===== src/tci_pkg.sv =====
// package for timer channel input conditioning: offsets, fields, reset values, types
package tci_pkg;
   localparam logic [7:0] CHAN_CFG_OFF = 8'h18;
   localparam logic [7:0] CHAN_EP_OFF = 8'h20;
   localparam logic [7:0] PROTECTION_LEVEL_OFF = 8'h44;
   localparam logic [7:0] INT_STAT_OFF = 8'h50;
   localparam logic [7:0] INT_EN_OFF = 8'h54;
   localparam logic [7:0] INT_CLR_OFF = 8'h58;
   localparam logic [15:0] CHAN_EP_RST = 16'h0000;
   localparam logic [15:0] CHAN_CFG_RST = 16'h0000;
   localparam logic [15:0] CHAN_EP_WMASK = 16'h00BF;
   localparam int CH0_FLT_POS = 4;
   localparam int CH0_DIV_POS = 2;
   localparam int CH0_MODE_POS = 0;
   localparam int CH1_FLT_POS = 12;
   localparam int CH1_DIV_POS = 10;
   localparam int CH1_MODE_POS = 8;
   localparam int CH0_EN_POS = 0;
   localparam int CH0_POL_POS = 1;
   localparam int CH0_COMP_EN_POS = 2;
   localparam int CH0_COMP_POL_POS = 3;
   localparam int CH1_EN_POS = 4;
   localparam int CH1_POL_POS = 5;
   localparam int CH1_COMP_POL_POS = 7;
   localparam logic [1:0] PROTECTION_LEVEL_LOCK2 = 2'h2;
   localparam logic [1:0] PROTECTION_LEVEL_LOCK3 = 2'h3;
   localparam logic [1:0] RESP_OKAY = 2'h0;
   localparam logic [1:0] RESP_SLVERR = 2'h2;
   localparam int DTS_DIV = 1;
   localparam int DTS_CYCLES = DTS_DIV;

   typedef enum logic [1:0] {
      MODE_OUT = 2'b00,
      MODE_IN_OWN = 2'b01,
      MODE_IN_NEIGH = 2'b10,
      MODE_IN_TRIG = 2'b11
   } tci_mode_t;

   typedef struct packed {
      logic [3:0] filterSel;
      logic [1:0] edgeDivider;
      tci_mode_t modeSel;
      logic enable;
      logic polarity;
      logic compPolarity;
   } tci_chan_cfg_t;
endpackage


===== src/timer_channel_input_conditioning.sv =====
// Design decision made here: the AXI4-Lite register port.
`timescale 1ns/1ps
// top: axi4-lite registers, two channels, output polarity and interrupt
// Function
// RQ1 - filter output changes only after N successive agreeing samples
// RQ2 - code 0000 samples at dead-time rate, one sample suffices
// RQ3 - codes 0001..0011 sample at timer clock, need 2, 4, 8
// RQ4 - codes 0100..1001 sample dts/2,/4,/8; even needs 6, odd 8
// RQ5 - codes 1010..1100 dts/16 N 5,6,8; 1101..1111 dts/32 N 5,6,8
// RQ6 - channel 1 filter 15:12, divider 11:10, mode 9:8, same behaviour
// RQ7 - capture on every 1st, 2nd, 4th or 8th selected edge
// RQ8 - edge counter cleared while channel enable is zero
// RQ9 - complementary polarity 0 active high, 1 active low
// RQ10 - polarity bits unwritable while protection level is 11 or 10
// RQ11 - complementary enable gates channel 0 complementary output
// RQ12 - primary polarity 0 active high, 1 active low
// RQ13 - input mode polarity pair selects rising, falling inverted, or both edges
// RQ14 - enable drives output active in output mode, allows capture in input
// RQ15 - channel 1 bits 7, 5, 4; bit 6 unused
// RQ16 - software writes zero to bits 15:8 and 6
// RQ17 - mode 00 output, 01 own, 10 neighbour, 11 internal trigger
// RQ18 - mode field writable only while channel enable is clear
// RQ19 - agreement counter restarts on any differing sample
module timer_channel_input_conditioning (
   input wire logic sys_clk,
   input wire logic rst_n,
   input wire logic [7:0] s_axi_awaddr,
   input wire logic s_axi_awvalid,
   output logic s_axi_awready,
   input wire logic [31:0] s_axi_wdata,
   input wire logic [3:0] s_axi_wstrb,
   input wire logic s_axi_wvalid,
   output logic s_axi_wready,
   output logic [1:0] s_axi_bresp,
   output logic s_axi_bvalid,
   input wire logic s_axi_bready,
   input wire logic [7:0] s_axi_araddr,
   input wire logic s_axi_arvalid,
   output logic s_axi_arready,
   output logic [31:0] s_axi_rdata,
   output logic [1:0] s_axi_rresp,
   output logic s_axi_rvalid,
   input wire logic s_axi_rready,
   input wire logic chan0_input_signal,
   input wire logic chan1_input_signal,
   input wire logic internal_trigger_select,
   input wire logic [1:0] chanRef,
   output logic chan0_output_pin,
   output logic chan0CompOutPin,
   output logic chan1OutputPin,
   output logic [1:0] captureEvt,
   output logic irq
);
   logic [15:0] cfg_q, ep_q;
   logic [1:0] protection_level_q, intStat_q, intEn_q;
   logic [1:0] in0Sync_q, in1Sync_q, trgSync_q;
   logic [7:0] awAddr_q, arAddr_q;
   logic awHave_q, wHave_q, bValid_q, rValid_q, arReady_q, awReady_q, wReady_q;
   logic [31:0] wData_q, rData_q;
   logic [3:0] wStrb_q;
   logic [1:0] bResp_q, rResp_q;
   logic [$clog2(tci_pkg::DTS_CYCLES+1)-1:0] dtsCnt_q;
   logic out0_q, outN_q, out1_q, irq_q;
   logic [1:0] capt_q;

   tci_pkg::tci_chan_cfg_t cfg0, cfg1;
   logic filt0, filt1, capt0, capt1, dtsTick;
   logic doWrite, wrCfg, wrEp, wrProt, wrEn, wrClr, wrLo, wrHi, protLock, mapped, rdMapped;
   logic [15:0] cfgNext, epNext, epWr, rdWord;
   logic [1:0] modeLock;

   assign dtsTick = dtsCnt_q == '0;
   always_ff @(posedge sys_clk or negedge rst_n) begin
      if (!rst_n) dtsCnt_q <= '0;
      else if (dtsTick) dtsCnt_q <= ($bits(dtsCnt_q))'(tci_pkg::DTS_CYCLES - 1);
      else dtsCnt_q <= dtsCnt_q - 1'b1;
   end

   // pins from outside: two flip-flops before any logic
   always_ff @(posedge sys_clk or negedge rst_n) begin
      if (!rst_n) begin
         in0Sync_q <= 2'h0;
         in1Sync_q <= 2'h0;
         trgSync_q <= 2'h0;
      end else begin
         in0Sync_q <= {in0Sync_q[0], chan0_input_signal};
         in1Sync_q <= {in1Sync_q[0], chan1_input_signal};
         trgSync_q <= {trgSync_q[0], internal_trigger_select};
      end
   end

   assign cfg0 = '{filterSel: cfg_q[tci_pkg::CH0_FLT_POS +: 4],
      edgeDivider: cfg_q[tci_pkg::CH0_DIV_POS +: 2],
      modeSel: tci_pkg::tci_mode_t'(cfg_q[tci_pkg::CH0_MODE_POS +: 2]),
      enable: ep_q[tci_pkg::CH0_EN_POS], polarity: ep_q[tci_pkg::CH0_POL_POS],
      compPolarity: ep_q[tci_pkg::CH0_COMP_POL_POS]};
   assign cfg1 = '{filterSel: cfg_q[tci_pkg::CH1_FLT_POS +: 4], // RQ6
      edgeDivider: cfg_q[tci_pkg::CH1_DIV_POS +: 2],
      modeSel: tci_pkg::tci_mode_t'(cfg_q[tci_pkg::CH1_MODE_POS +: 2]),
      enable: ep_q[tci_pkg::CH1_EN_POS], polarity: ep_q[tci_pkg::CH1_POL_POS], // RQ15
      compPolarity: ep_q[tci_pkg::CH1_COMP_POL_POS]};

   tci_chan u_chan0 (
      .sys_clk(sys_clk),
      .rst_n(rst_n),
      .dtsTick(dtsTick),
      .rawIn(in0Sync_q[1]),
      .neighFilt(filt1),
      .trigIn(trgSync_q[1]),
      .cfg(cfg0),
      .filtOut(filt0),
      .capture(capt0)
   );
   tci_chan u_chan1 (
      .sys_clk(sys_clk),
      .rst_n(rst_n),
      .dtsTick(dtsTick),
      .rawIn(in1Sync_q[1]),
      .neighFilt(filt0),
      .trigIn(trgSync_q[1]),
      .cfg(cfg1),
      .filtOut(filt1),
      .capture(capt1)
   );

   // axi write path: address and data held until both present
   assign doWrite = awHave_q && wHave_q && !bValid_q;
   assign wrCfg = doWrite && awAddr_q == tci_pkg::CHAN_CFG_OFF;
   assign wrEp = doWrite && awAddr_q == tci_pkg::CHAN_EP_OFF;
   assign wrProt = doWrite && awAddr_q == tci_pkg::PROTECTION_LEVEL_OFF;
   assign wrEn = doWrite && awAddr_q == tci_pkg::INT_EN_OFF;
   assign wrClr = doWrite && awAddr_q == tci_pkg::INT_CLR_OFF;
   assign mapped = wrCfg || wrEp || wrProt || wrEn || wrClr ||
      awAddr_q == tci_pkg::INT_STAT_OFF;
   assign wrLo = wStrb_q[0];
   assign wrHi = wStrb_q[1];
   assign protLock = protection_level_q == tci_pkg::PROTECTION_LEVEL_LOCK3 || protection_level_q == tci_pkg::PROTECTION_LEVEL_LOCK2;
   assign modeLock = {ep_q[tci_pkg::CH1_EN_POS], ep_q[tci_pkg::CH0_EN_POS]};
   // mode fields frozen while their channel is enabled
   assign cfgNext = {wrHi ? wData_q[15:10] : cfg_q[15:10],
      (wrHi && !modeLock[1]) ? wData_q[9:8] : cfg_q[9:8], // RQ18
      wrLo ? wData_q[7:2] : cfg_q[7:2],
      (wrLo && !modeLock[0]) ? wData_q[1:0] : cfg_q[1:0]}; // RQ18
   // reserved bits stay zero even if software misbehaves
   assign epWr = wData_q[15:0] & tci_pkg::CHAN_EP_WMASK; // RQ16
   assign epNext = !wrLo ? ep_q : {8'h00,
      protLock ? ep_q[7] : epWr[7], 1'b0, protLock ? ep_q[5] : epWr[5], epWr[4],
      protLock ? ep_q[3] : epWr[3], epWr[2], protLock ? ep_q[1] : epWr[1], epWr[0]}; // RQ10

   always_ff @(posedge sys_clk or negedge rst_n) begin
      if (!rst_n) begin
         awHave_q <= 1'b0;
         wHave_q <= 1'b0;
         awReady_q <= 1'b1;
         wReady_q <= 1'b1;
         awAddr_q <= 8'h00;
         wData_q <= 32'h0000_0000;
         wStrb_q <= 4'h0;
         bValid_q <= 1'b0;
         bResp_q <= tci_pkg::RESP_OKAY;
      end else begin
         if (s_axi_awvalid && !awHave_q) begin
            awHave_q <= 1'b1;
            awReady_q <= 1'b0;
            awAddr_q <= s_axi_awaddr;
         end
         if (s_axi_wvalid && !wHave_q) begin
            wHave_q <= 1'b1;
            wReady_q <= 1'b0;
            wData_q <= s_axi_wdata;
            wStrb_q <= s_axi_wstrb;
         end
         if (doWrite) begin
            awHave_q <= 1'b0;
            wHave_q <= 1'b0;
            awReady_q <= 1'b1;
            wReady_q <= 1'b1;
            bValid_q <= 1'b1;
            bResp_q <= mapped ? tci_pkg::RESP_OKAY : tci_pkg::RESP_SLVERR;
         end else if (bValid_q && s_axi_bready) begin
            bValid_q <= 1'b0;
         end
      end
   end

   always_ff @(posedge sys_clk or negedge rst_n) begin
      if (!rst_n) begin
         cfg_q <= tci_pkg::CHAN_CFG_RST;
         ep_q <= tci_pkg::CHAN_EP_RST;
         protection_level_q <= 2'h0;
         intEn_q <= 2'h0;
      end else begin
         if (wrCfg) cfg_q <= cfgNext;
         if (wrEp) ep_q <= epNext;
         // protection level may only be raised, as a lock should
         if (wrProt && wrLo && wData_q[1:0] > protection_level_q) protection_level_q <= wData_q[1:0];
         if (wrEn && wrLo) intEn_q <= wData_q[1:0];
      end
   end

   // sticky capture flags; a new capture wins over a clear
   always_ff @(posedge sys_clk or negedge rst_n) begin
      if (!rst_n) intStat_q <= 2'h0;
      else intStat_q <= (intStat_q & ~((wrClr && wrLo) ? wData_q[1:0] : 2'h0)) |
         {capt1, capt0};
   end

   // axi read path
   assign rdMapped = arAddr_q == tci_pkg::CHAN_CFG_OFF || arAddr_q == tci_pkg::CHAN_EP_OFF ||
      arAddr_q == tci_pkg::PROTECTION_LEVEL_OFF || arAddr_q == tci_pkg::INT_STAT_OFF ||
      arAddr_q == tci_pkg::INT_EN_OFF || arAddr_q == tci_pkg::INT_CLR_OFF;
   assign rdWord = (arAddr_q == tci_pkg::CHAN_CFG_OFF) ? cfg_q :
      (arAddr_q == tci_pkg::CHAN_EP_OFF) ? ep_q :
      (arAddr_q == tci_pkg::PROTECTION_LEVEL_OFF) ? {14'h0000, protection_level_q} :
      (arAddr_q == tci_pkg::INT_STAT_OFF) ? {14'h0000, intStat_q} :
      (arAddr_q == tci_pkg::INT_EN_OFF) ? {14'h0000, intEn_q} : 16'h0000;
   always_ff @(posedge sys_clk or negedge rst_n) begin
      if (!rst_n) begin
         arReady_q <= 1'b0;
         arAddr_q <= 8'h00;
         rValid_q <= 1'b0;
         rData_q <= 32'h0000_0000;
         rResp_q <= tci_pkg::RESP_OKAY;
      end else begin
         arReady_q <= 1'b0;
         if (s_axi_arvalid && !arReady_q && !rValid_q) begin
            arReady_q <= 1'b1;
            arAddr_q <= s_axi_araddr;
         end
         if (arReady_q) begin
            rValid_q <= 1'b1;
            rData_q <= {16'h0000, rdWord};
            rResp_q <= rdMapped ? tci_pkg::RESP_OKAY : tci_pkg::RESP_SLVERR;
         end else if (rValid_q && s_axi_rready) begin
            rValid_q <= 1'b0;
         end
      end
   end

   // outputs: polarity applied to compare reference, gated by enables
   always_ff @(posedge sys_clk or negedge rst_n) begin
      if (!rst_n) begin
         out0_q <= 1'b0;
         outN_q <= 1'b0;
         out1_q <= 1'b0;
         capt_q <= 2'h0;
         irq_q <= 1'b0;
      end else begin
         out0_q <= (cfg0.modeSel == tci_pkg::MODE_OUT && cfg0.enable) ?
            chanRef[0] ^ cfg0.polarity : 1'b0; // RQ12 RQ14
         outN_q <= (cfg0.modeSel == tci_pkg::MODE_OUT && ep_q[tci_pkg::CH0_COMP_EN_POS]) ?
            ~chanRef[0] ^ cfg0.compPolarity : 1'b0; // RQ9 RQ11
         out1_q <= (cfg1.modeSel == tci_pkg::MODE_OUT && cfg1.enable) ?
            chanRef[1] ^ cfg1.polarity : 1'b0; // RQ12 RQ14
         capt_q <= {capt1, capt0};
         irq_q <= |(intStat_q & intEn_q);
      end
   end

   // write ready flops hold the inverse of the holding flags so the pins come from a flop
   assign s_axi_awready = awReady_q;
   assign s_axi_wready = wReady_q;
   assign s_axi_bvalid = bValid_q;
   assign s_axi_bresp = bResp_q;
   assign s_axi_arready = arReady_q;
   assign s_axi_rvalid = rValid_q;
   assign s_axi_rdata = rData_q;
   assign s_axi_rresp = rResp_q;
   assign chan0_output_pin = out0_q;
   assign chan0CompOutPin = outN_q;
   assign chan1OutputPin = out1_q;
   assign captureEvt = capt_q;
   assign irq = irq_q;
endmodule


===== src/tci_chan.sv =====
`timescale 1ns/1ps
// one channel: filter, edge select, capture prescaler
module tci_chan (
   input wire logic sys_clk,
   input wire logic rst_n,
   input wire logic dtsTick,
   input wire logic rawIn,
   input wire logic neighFilt,
   input wire logic trigIn,
   input wire tci_pkg::tci_chan_cfg_t cfg,
   output logic filtOut,
   output logic capture
);
   logic [4:0] divCnt_q;
   logic [2:0] runCnt_q;
   logic filt_q, sel_q, capt_q;
   logic [2:0] edgeCnt_q;
   logic sampleTick, useKernel;
   logic [4:0] divMask;
   logic [3:0] nNeed;
   logic differs, qualified, selIn, selSrc, rise, fall, evt, divDone;
   logic [2:0] edgeMax;

   assign useKernel = (cfg.filterSel == 4'h1) || (cfg.filterSel == 4'h2) ||
      (cfg.filterSel == 4'h3); // RQ3
   always_comb begin
      unique case (cfg.filterSel)
         4'h0: begin divMask = 5'h00; nNeed = 4'h1; end // RQ2
         4'h1: begin divMask = 5'h00; nNeed = 4'h2; end // RQ3
         4'h2: begin divMask = 5'h00; nNeed = 4'h4; end
         4'h3: begin divMask = 5'h00; nNeed = 4'h8; end
         4'h4: begin divMask = 5'h01; nNeed = 4'h6; end // RQ4
         4'h5: begin divMask = 5'h01; nNeed = 4'h8; end
         4'h6: begin divMask = 5'h03; nNeed = 4'h6; end
         4'h7: begin divMask = 5'h03; nNeed = 4'h8; end
         4'h8: begin divMask = 5'h07; nNeed = 4'h6; end
         4'h9: begin divMask = 5'h07; nNeed = 4'h8; end
         4'hA: begin divMask = 5'h0F; nNeed = 4'h5; end // RQ5
         4'hB: begin divMask = 5'h0F; nNeed = 4'h6; end
         4'hC: begin divMask = 5'h0F; nNeed = 4'h8; end
         4'hD: begin divMask = 5'h1F; nNeed = 4'h5; end
         4'hE: begin divMask = 5'h1F; nNeed = 4'h6; end
         4'hF: begin divMask = 5'h1F; nNeed = 4'h8; end
      endcase
   end
   assign sampleTick = useKernel || (dtsTick && ((divCnt_q & divMask) == 5'h00));
   assign differs = rawIn != filt_q;
   // run counter holds samples seen minus one
   assign qualified = sampleTick && differs && ({1'b0, runCnt_q} == nNeed - 4'h1); // RQ1
   always_ff @(posedge sys_clk or negedge rst_n) begin
      if (!rst_n) begin
         divCnt_q <= 5'h00;
         runCnt_q <= 3'h0;
         filt_q <= 1'b0;
      end else begin
         if (dtsTick) divCnt_q <= divCnt_q + 5'h01;
         if (sampleTick) begin
            if (!differs || qualified) runCnt_q <= 3'h0; // RQ19
            else runCnt_q <= runCnt_q + 3'h1;
            if (qualified) filt_q <= rawIn; // RQ1
         end
      end
   end
   assign filtOut = filt_q;

   assign selSrc = (cfg.modeSel == tci_pkg::MODE_IN_NEIGH) ? neighFilt :
      (cfg.modeSel == tci_pkg::MODE_IN_TRIG) ? trigIn : filt_q; // RQ17
   // inversion only for falling-edge select; reserved code treated as rising
   assign selIn = selSrc ^ (cfg.polarity & ~cfg.compPolarity); // RQ13
   assign rise = selIn && !sel_q;
   assign fall = !selIn && sel_q;
   assign evt = (cfg.modeSel != tci_pkg::MODE_OUT) && cfg.enable &&
      (rise || (cfg.polarity && cfg.compPolarity && fall)); // RQ13 RQ14
   assign edgeMax = (cfg.edgeDivider == 2'h0) ? 3'h0 : (cfg.edgeDivider == 2'h1) ? 3'h1 :
      (cfg.edgeDivider == 2'h2) ? 3'h3 : 3'h7;
   assign divDone = edgeCnt_q == edgeMax; // RQ7
   always_ff @(posedge sys_clk or negedge rst_n) begin
      if (!rst_n) begin
         sel_q <= 1'b0;
         edgeCnt_q <= 3'h0;
         capt_q <= 1'b0;
      end else begin
         sel_q <= selIn;
         capt_q <= evt && divDone;
         if (!cfg.enable) edgeCnt_q <= 3'h0; // RQ8
         else if (evt) edgeCnt_q <= divDone ? 3'h0 : edgeCnt_q + 3'h1; // RQ7
      end
   end
   assign capture = capt_q;
endmodule


===== config.mk =====
export PLATFORM = sky130hd
export DESIGN_NAME = timer_channel_input_conditioning
export DESIGN_NICKNAME = d
export VERILOG_FILES = /design/src/tci_pkg.sv /design/src/timer_channel_input_conditioning.sv /design/src/tci_chan.sv
export SDC_FILE = /design/constraint.sdc
export NUM_CORES = 1
export LEC_CHECK = 0
export BUFFER_PORTS_ARGS = -buffer_cell sky130_fd_sc_hd__buf_4
export CORE_MARGIN = 5
export CORE_UTILIZATION = 50
export CTS_BUF_LIST = sky130_fd_sc_hd__clkbuf_8 sky130_fd_sc_hd__clkbuf_16
export CTS_CLUSTER_SIZE = 40
export DETAILED_ROUTE_END_ITERATION = 10
export PLACE_DENSITY = 0.81
export SLEW_MARGIN = 20
export SYNTH_ARGS = -nofsm -noshare
export SYNTH_HDL_FRONTEND = slang
export SYNTH_SLANG_ARGS = --single-unit

===== constraint.sdc =====
create_clock -name sys_clk -period 2.35 [get_ports sys_clk]
set_input_delay 0.235 -clock sys_clk [delete_from_list [all_inputs] [get_ports sys_clk]]
set_output_delay 0.235 -clock sys_clk [all_outputs]
set_load 0.03 [all_outputs]

==> results.toml <==
[run_status]
outcome = "finished with violations"
failed_checks = "setup timing"

[power_and_ir_drop]
power.share.clock_pct = 28.6
combPwrFrac_pct = 32.3
ir_drop_mv = 0.6059
power.internal_mw = 5.621
power_frac_seq_pct = 39.0
power_density_mw_per_mm2 = 1067
p_switching_mw = 2.722
total_power_mw = 8.343
leakagePower_nw = 3.592
switching_share_pct = 32.62

[finish]
fillCellCount = 890
fin_util_pct = 64.84
layout_common_cells = "125 x dfrtp_1, 109 x buf_4, 46 x mux2_2"
fin_area_mm2 = 0.007821
num-nets-final = 742
area_growth_pct = 26.59
drive_gt1_share_pct = 33.23
final_common_cell = "dfrtp_1"
antennaDiodeCount = 0

[placement]
place_ws_ns = -0.1539
place_area_mm2 = 0.007041
dp_hpwl_mm = 9.582
portBuffers = 74
gp_congestion = 0.8327

[critical_path]
crit_fanout = 4
reg2regPathDepth = 11
cp_data_required_time_ns = 2.62
cp.arrival_ns = 2.70
r2r_start = "cfg_q[12]"
r2r_slack_ns = -0.08
worstSetupPathType = "reg -> reg"
cp-start-kind = "flop"
endpoint_kind = "flop"
worstReg2RegEnd = "u_chan1.runCnt_q[2]"

[floorplanning]
pin_count = 111
rows = 40
die_y_um = 121.2
die-area_mm2 = 0.01468
core_area_mm2 = 0.01206
die_w_um = 121.2
start_util_pct = 51.22

[detailed_routing]
drtIter0Drc = 294
drt-met1-wl_mm = 5.462
viasPerCell = 5.379
dr_wl_met2_mm = 7.189
routedWlPerCell_um = 16.37
totalWireLength_mm = 13.64
dr.pass1.iters = 4
drc = 0
highest_layer = "met4"
via_count = 4481
wl_met3_um = 753
antenna_left = 0

[clock_network]
cts_root_buf = "clkbuf_16"
cts.sinks = 128
insertion_delay_ns = 0.42
cts_made_buffers = 17
clk_path_buf_depth = 2
tritoncts = "built"
clkTransAtPathRegs_ns = 0.05
cts_htree_levels = 4

[yosys]
ys_top_cells_by_area = "dfrtp_1 51%, mux2_2 8.4%, ha_1 4.5%"
synth_ff_type = "dfrtp_1"
synth-seq-area-share_pct = 51.88
synth_cell_type_count = 57
synth_edf_count = 0
synthCells = 536
synthArstFlopShare_pct = 100.0
ys_ff_latch = 128
syn_area_per_cell_um2 = 11.53
synth-compound-area-share_pct = 10.45
synthSimpleGateAreaFrac_pct = 10.04
netlist.top_cell.by_area = "dfrtp_1"
synth_top_area_share_pct = 51.03
syn_area_mm2 = 0.006178
synth_fa_ha_area_share_pct = 4.455
yosys_warnings = 0
synth_top_family_by_area = "multiplexers"
synth_mux_area_share_pct = 14.34
synthXorXnorAreaFrac_pct = 3.402

[hold_path]
hold_path_depth = 2
hold_path_end = "wHave_q"
hp-class = "in -> reg"
hp-start = "s_axi_wvalid"

[sta]
layout_setup_ws_ns = -0.07984
period_share_pct = 103.4
fin_crit_ns = 2.430
grt_setup_unrepaired = "yes"
setup_viol = 6
clock.fmax_ghz = 0.4116
setup_tns_ns = -0.2926
tightest_slew_ns = 0.6981
finalHoldViolCount = 0
maxSlewHeadroom_pct = 53.37
skew_ns = 0.009766
drv_slew = 0

[grt]
track_usage_pct = 19.30
antenna_found_initial = 0
grt_max_degree = 68
grt_pass1_wl_mm = 22.36
grt_pass1_vias = 4655
grt_overflow = 0

[job]
max_cap_viol_count = 0
synthesized netlist by cell type (6+ instances only):
master / number
dfrtp_1: 126
mux2_2: 46
inv_1: 34
nor2_1: 31
nand2_1: 24
o21ai_0: 24
ha_1: 22
nand3_1: 19
buf_4: 18
a21oi_1: 16
mux2_1: 16
xnor2_1: 16
nor3_1: 12
clkbuf_1: 11
nor2b_1: 11
a22oi_1: 8
xor2_1: 8
a211oi_1: 6
a22o_1: 6
mux2i_1: 6
repair_timing:
action,in CTS,in global routing
setup endpoints to repair,4,16
hold endpoints to repair,30,0
pin swaps,5,12
gates resized for setup,6,19
hold buffers,5,0
buffers inserted,2,9
worst max-delay path by stage:
stage,end,slack [ns],start
detailed placement,u_chan1.filtOut,-0.15,cfg_q[13]
CTS,u_chan1.filtOut,-0.15,cfg_q[12]
global placement,u_chan1.filtOut,-0.04,cfg_q[13]
floorplan,u_chan1.filtOut,-0.04,cfg_q[13]
global route,u_chan1.filtOut,-0.15,cfg_q[12]
finish,u_chan1.runCnt_q[2],-0.08,cfg_q[12]
power groups by stage:
stage	sequential [mW]	clock, mW	combinational (mW)
after CTS	3.24	2.44	2.48
after global routing	3.33	2.53	2.94
after global placement	3.23	0	2.25
after floorplan	3.27	0	1.58
after detailed placement	3.27	0	2.38
final	3.26	2.39	2.70
worst max-delay path, stage by stage, from the launching register on:
cell       delay [ns]
dfrtp_2          0.40
inv_2            0.07
ha_4             0.26
inv_2            0.03
mux4_2           0.49
inv_2            0.09
ha_4             0.13
xnor2_2          0.13
a41oi_2          0.19
buf_4            0.18
o2111ai_2        0.19
o311ai_2         0.13
final cells by class:
| cell class | count | area [um2] | area share (%) |
|---|---|---|---|
| flip-flops and latches | 128 | 3207 | 41.00 |
| clock buffers | 17 | 425.4 | 5.439 |
| multi-input cells | 357 | 2839 | 36.30 |
| inverters | 36 | 135.1 | 1.728 |
| well taps | 168 | 210.2 | 2.688 |
| repair buffers | 116 | 899.6 | 11.50 |
| clock inverters | 11 | 105.1 | 1.344 |
cells by family after synthesis:
kind of cell             Yosys count
adder cells (fa/ha/maj)           22
XOR/XNOR                          24
buffers and inverters             68
other                              1
AO/OA/AOI/OAI                     96
multiplexers                      74
flip-flops                       128
AND/OR/NAND/NOR                  123
through the flow:
stage	instances	hold slack, ns
2_1_floorplan	553	-0.06059
4_1_cts	824	0.01551
6_report	833	0.02941
3_5_place_dp	789	0.1835
5_1_grt	833	0.02666
3_3_place_gp	789	0.1786
layer usage:
metal  vias to the layer above  track usage (%)
met5                         -                0
met4                         0            7.143
met2                       129            34.28
met3                        21            4.709
met1                      2233            22.61
li1                       2098                -
flip-flops by register name, summed over array words and instances (netlist names), 2 cells and up:
register,cells
u_chan0.edgeCnt_q,3
ep_q,7
wStrb_q,2
trgSync_q,2
captureEvt,2
protection_level_q,2
u_chan0.divCnt_q,5
intEn_q,2
u_chan1.edgeCnt_q,3
intStat_q,2
arAddr_q,8
s_axi_rdata,16
cfg_q,16
in1Sync_q,2
u_chan0.runCnt_q,3
u_chan1.runCnt_q,3
u_chan1.divCnt_q,5
wData_q,16
awAddr_q,8
in0Sync_q,2
(Power assumes the default switching activity.)
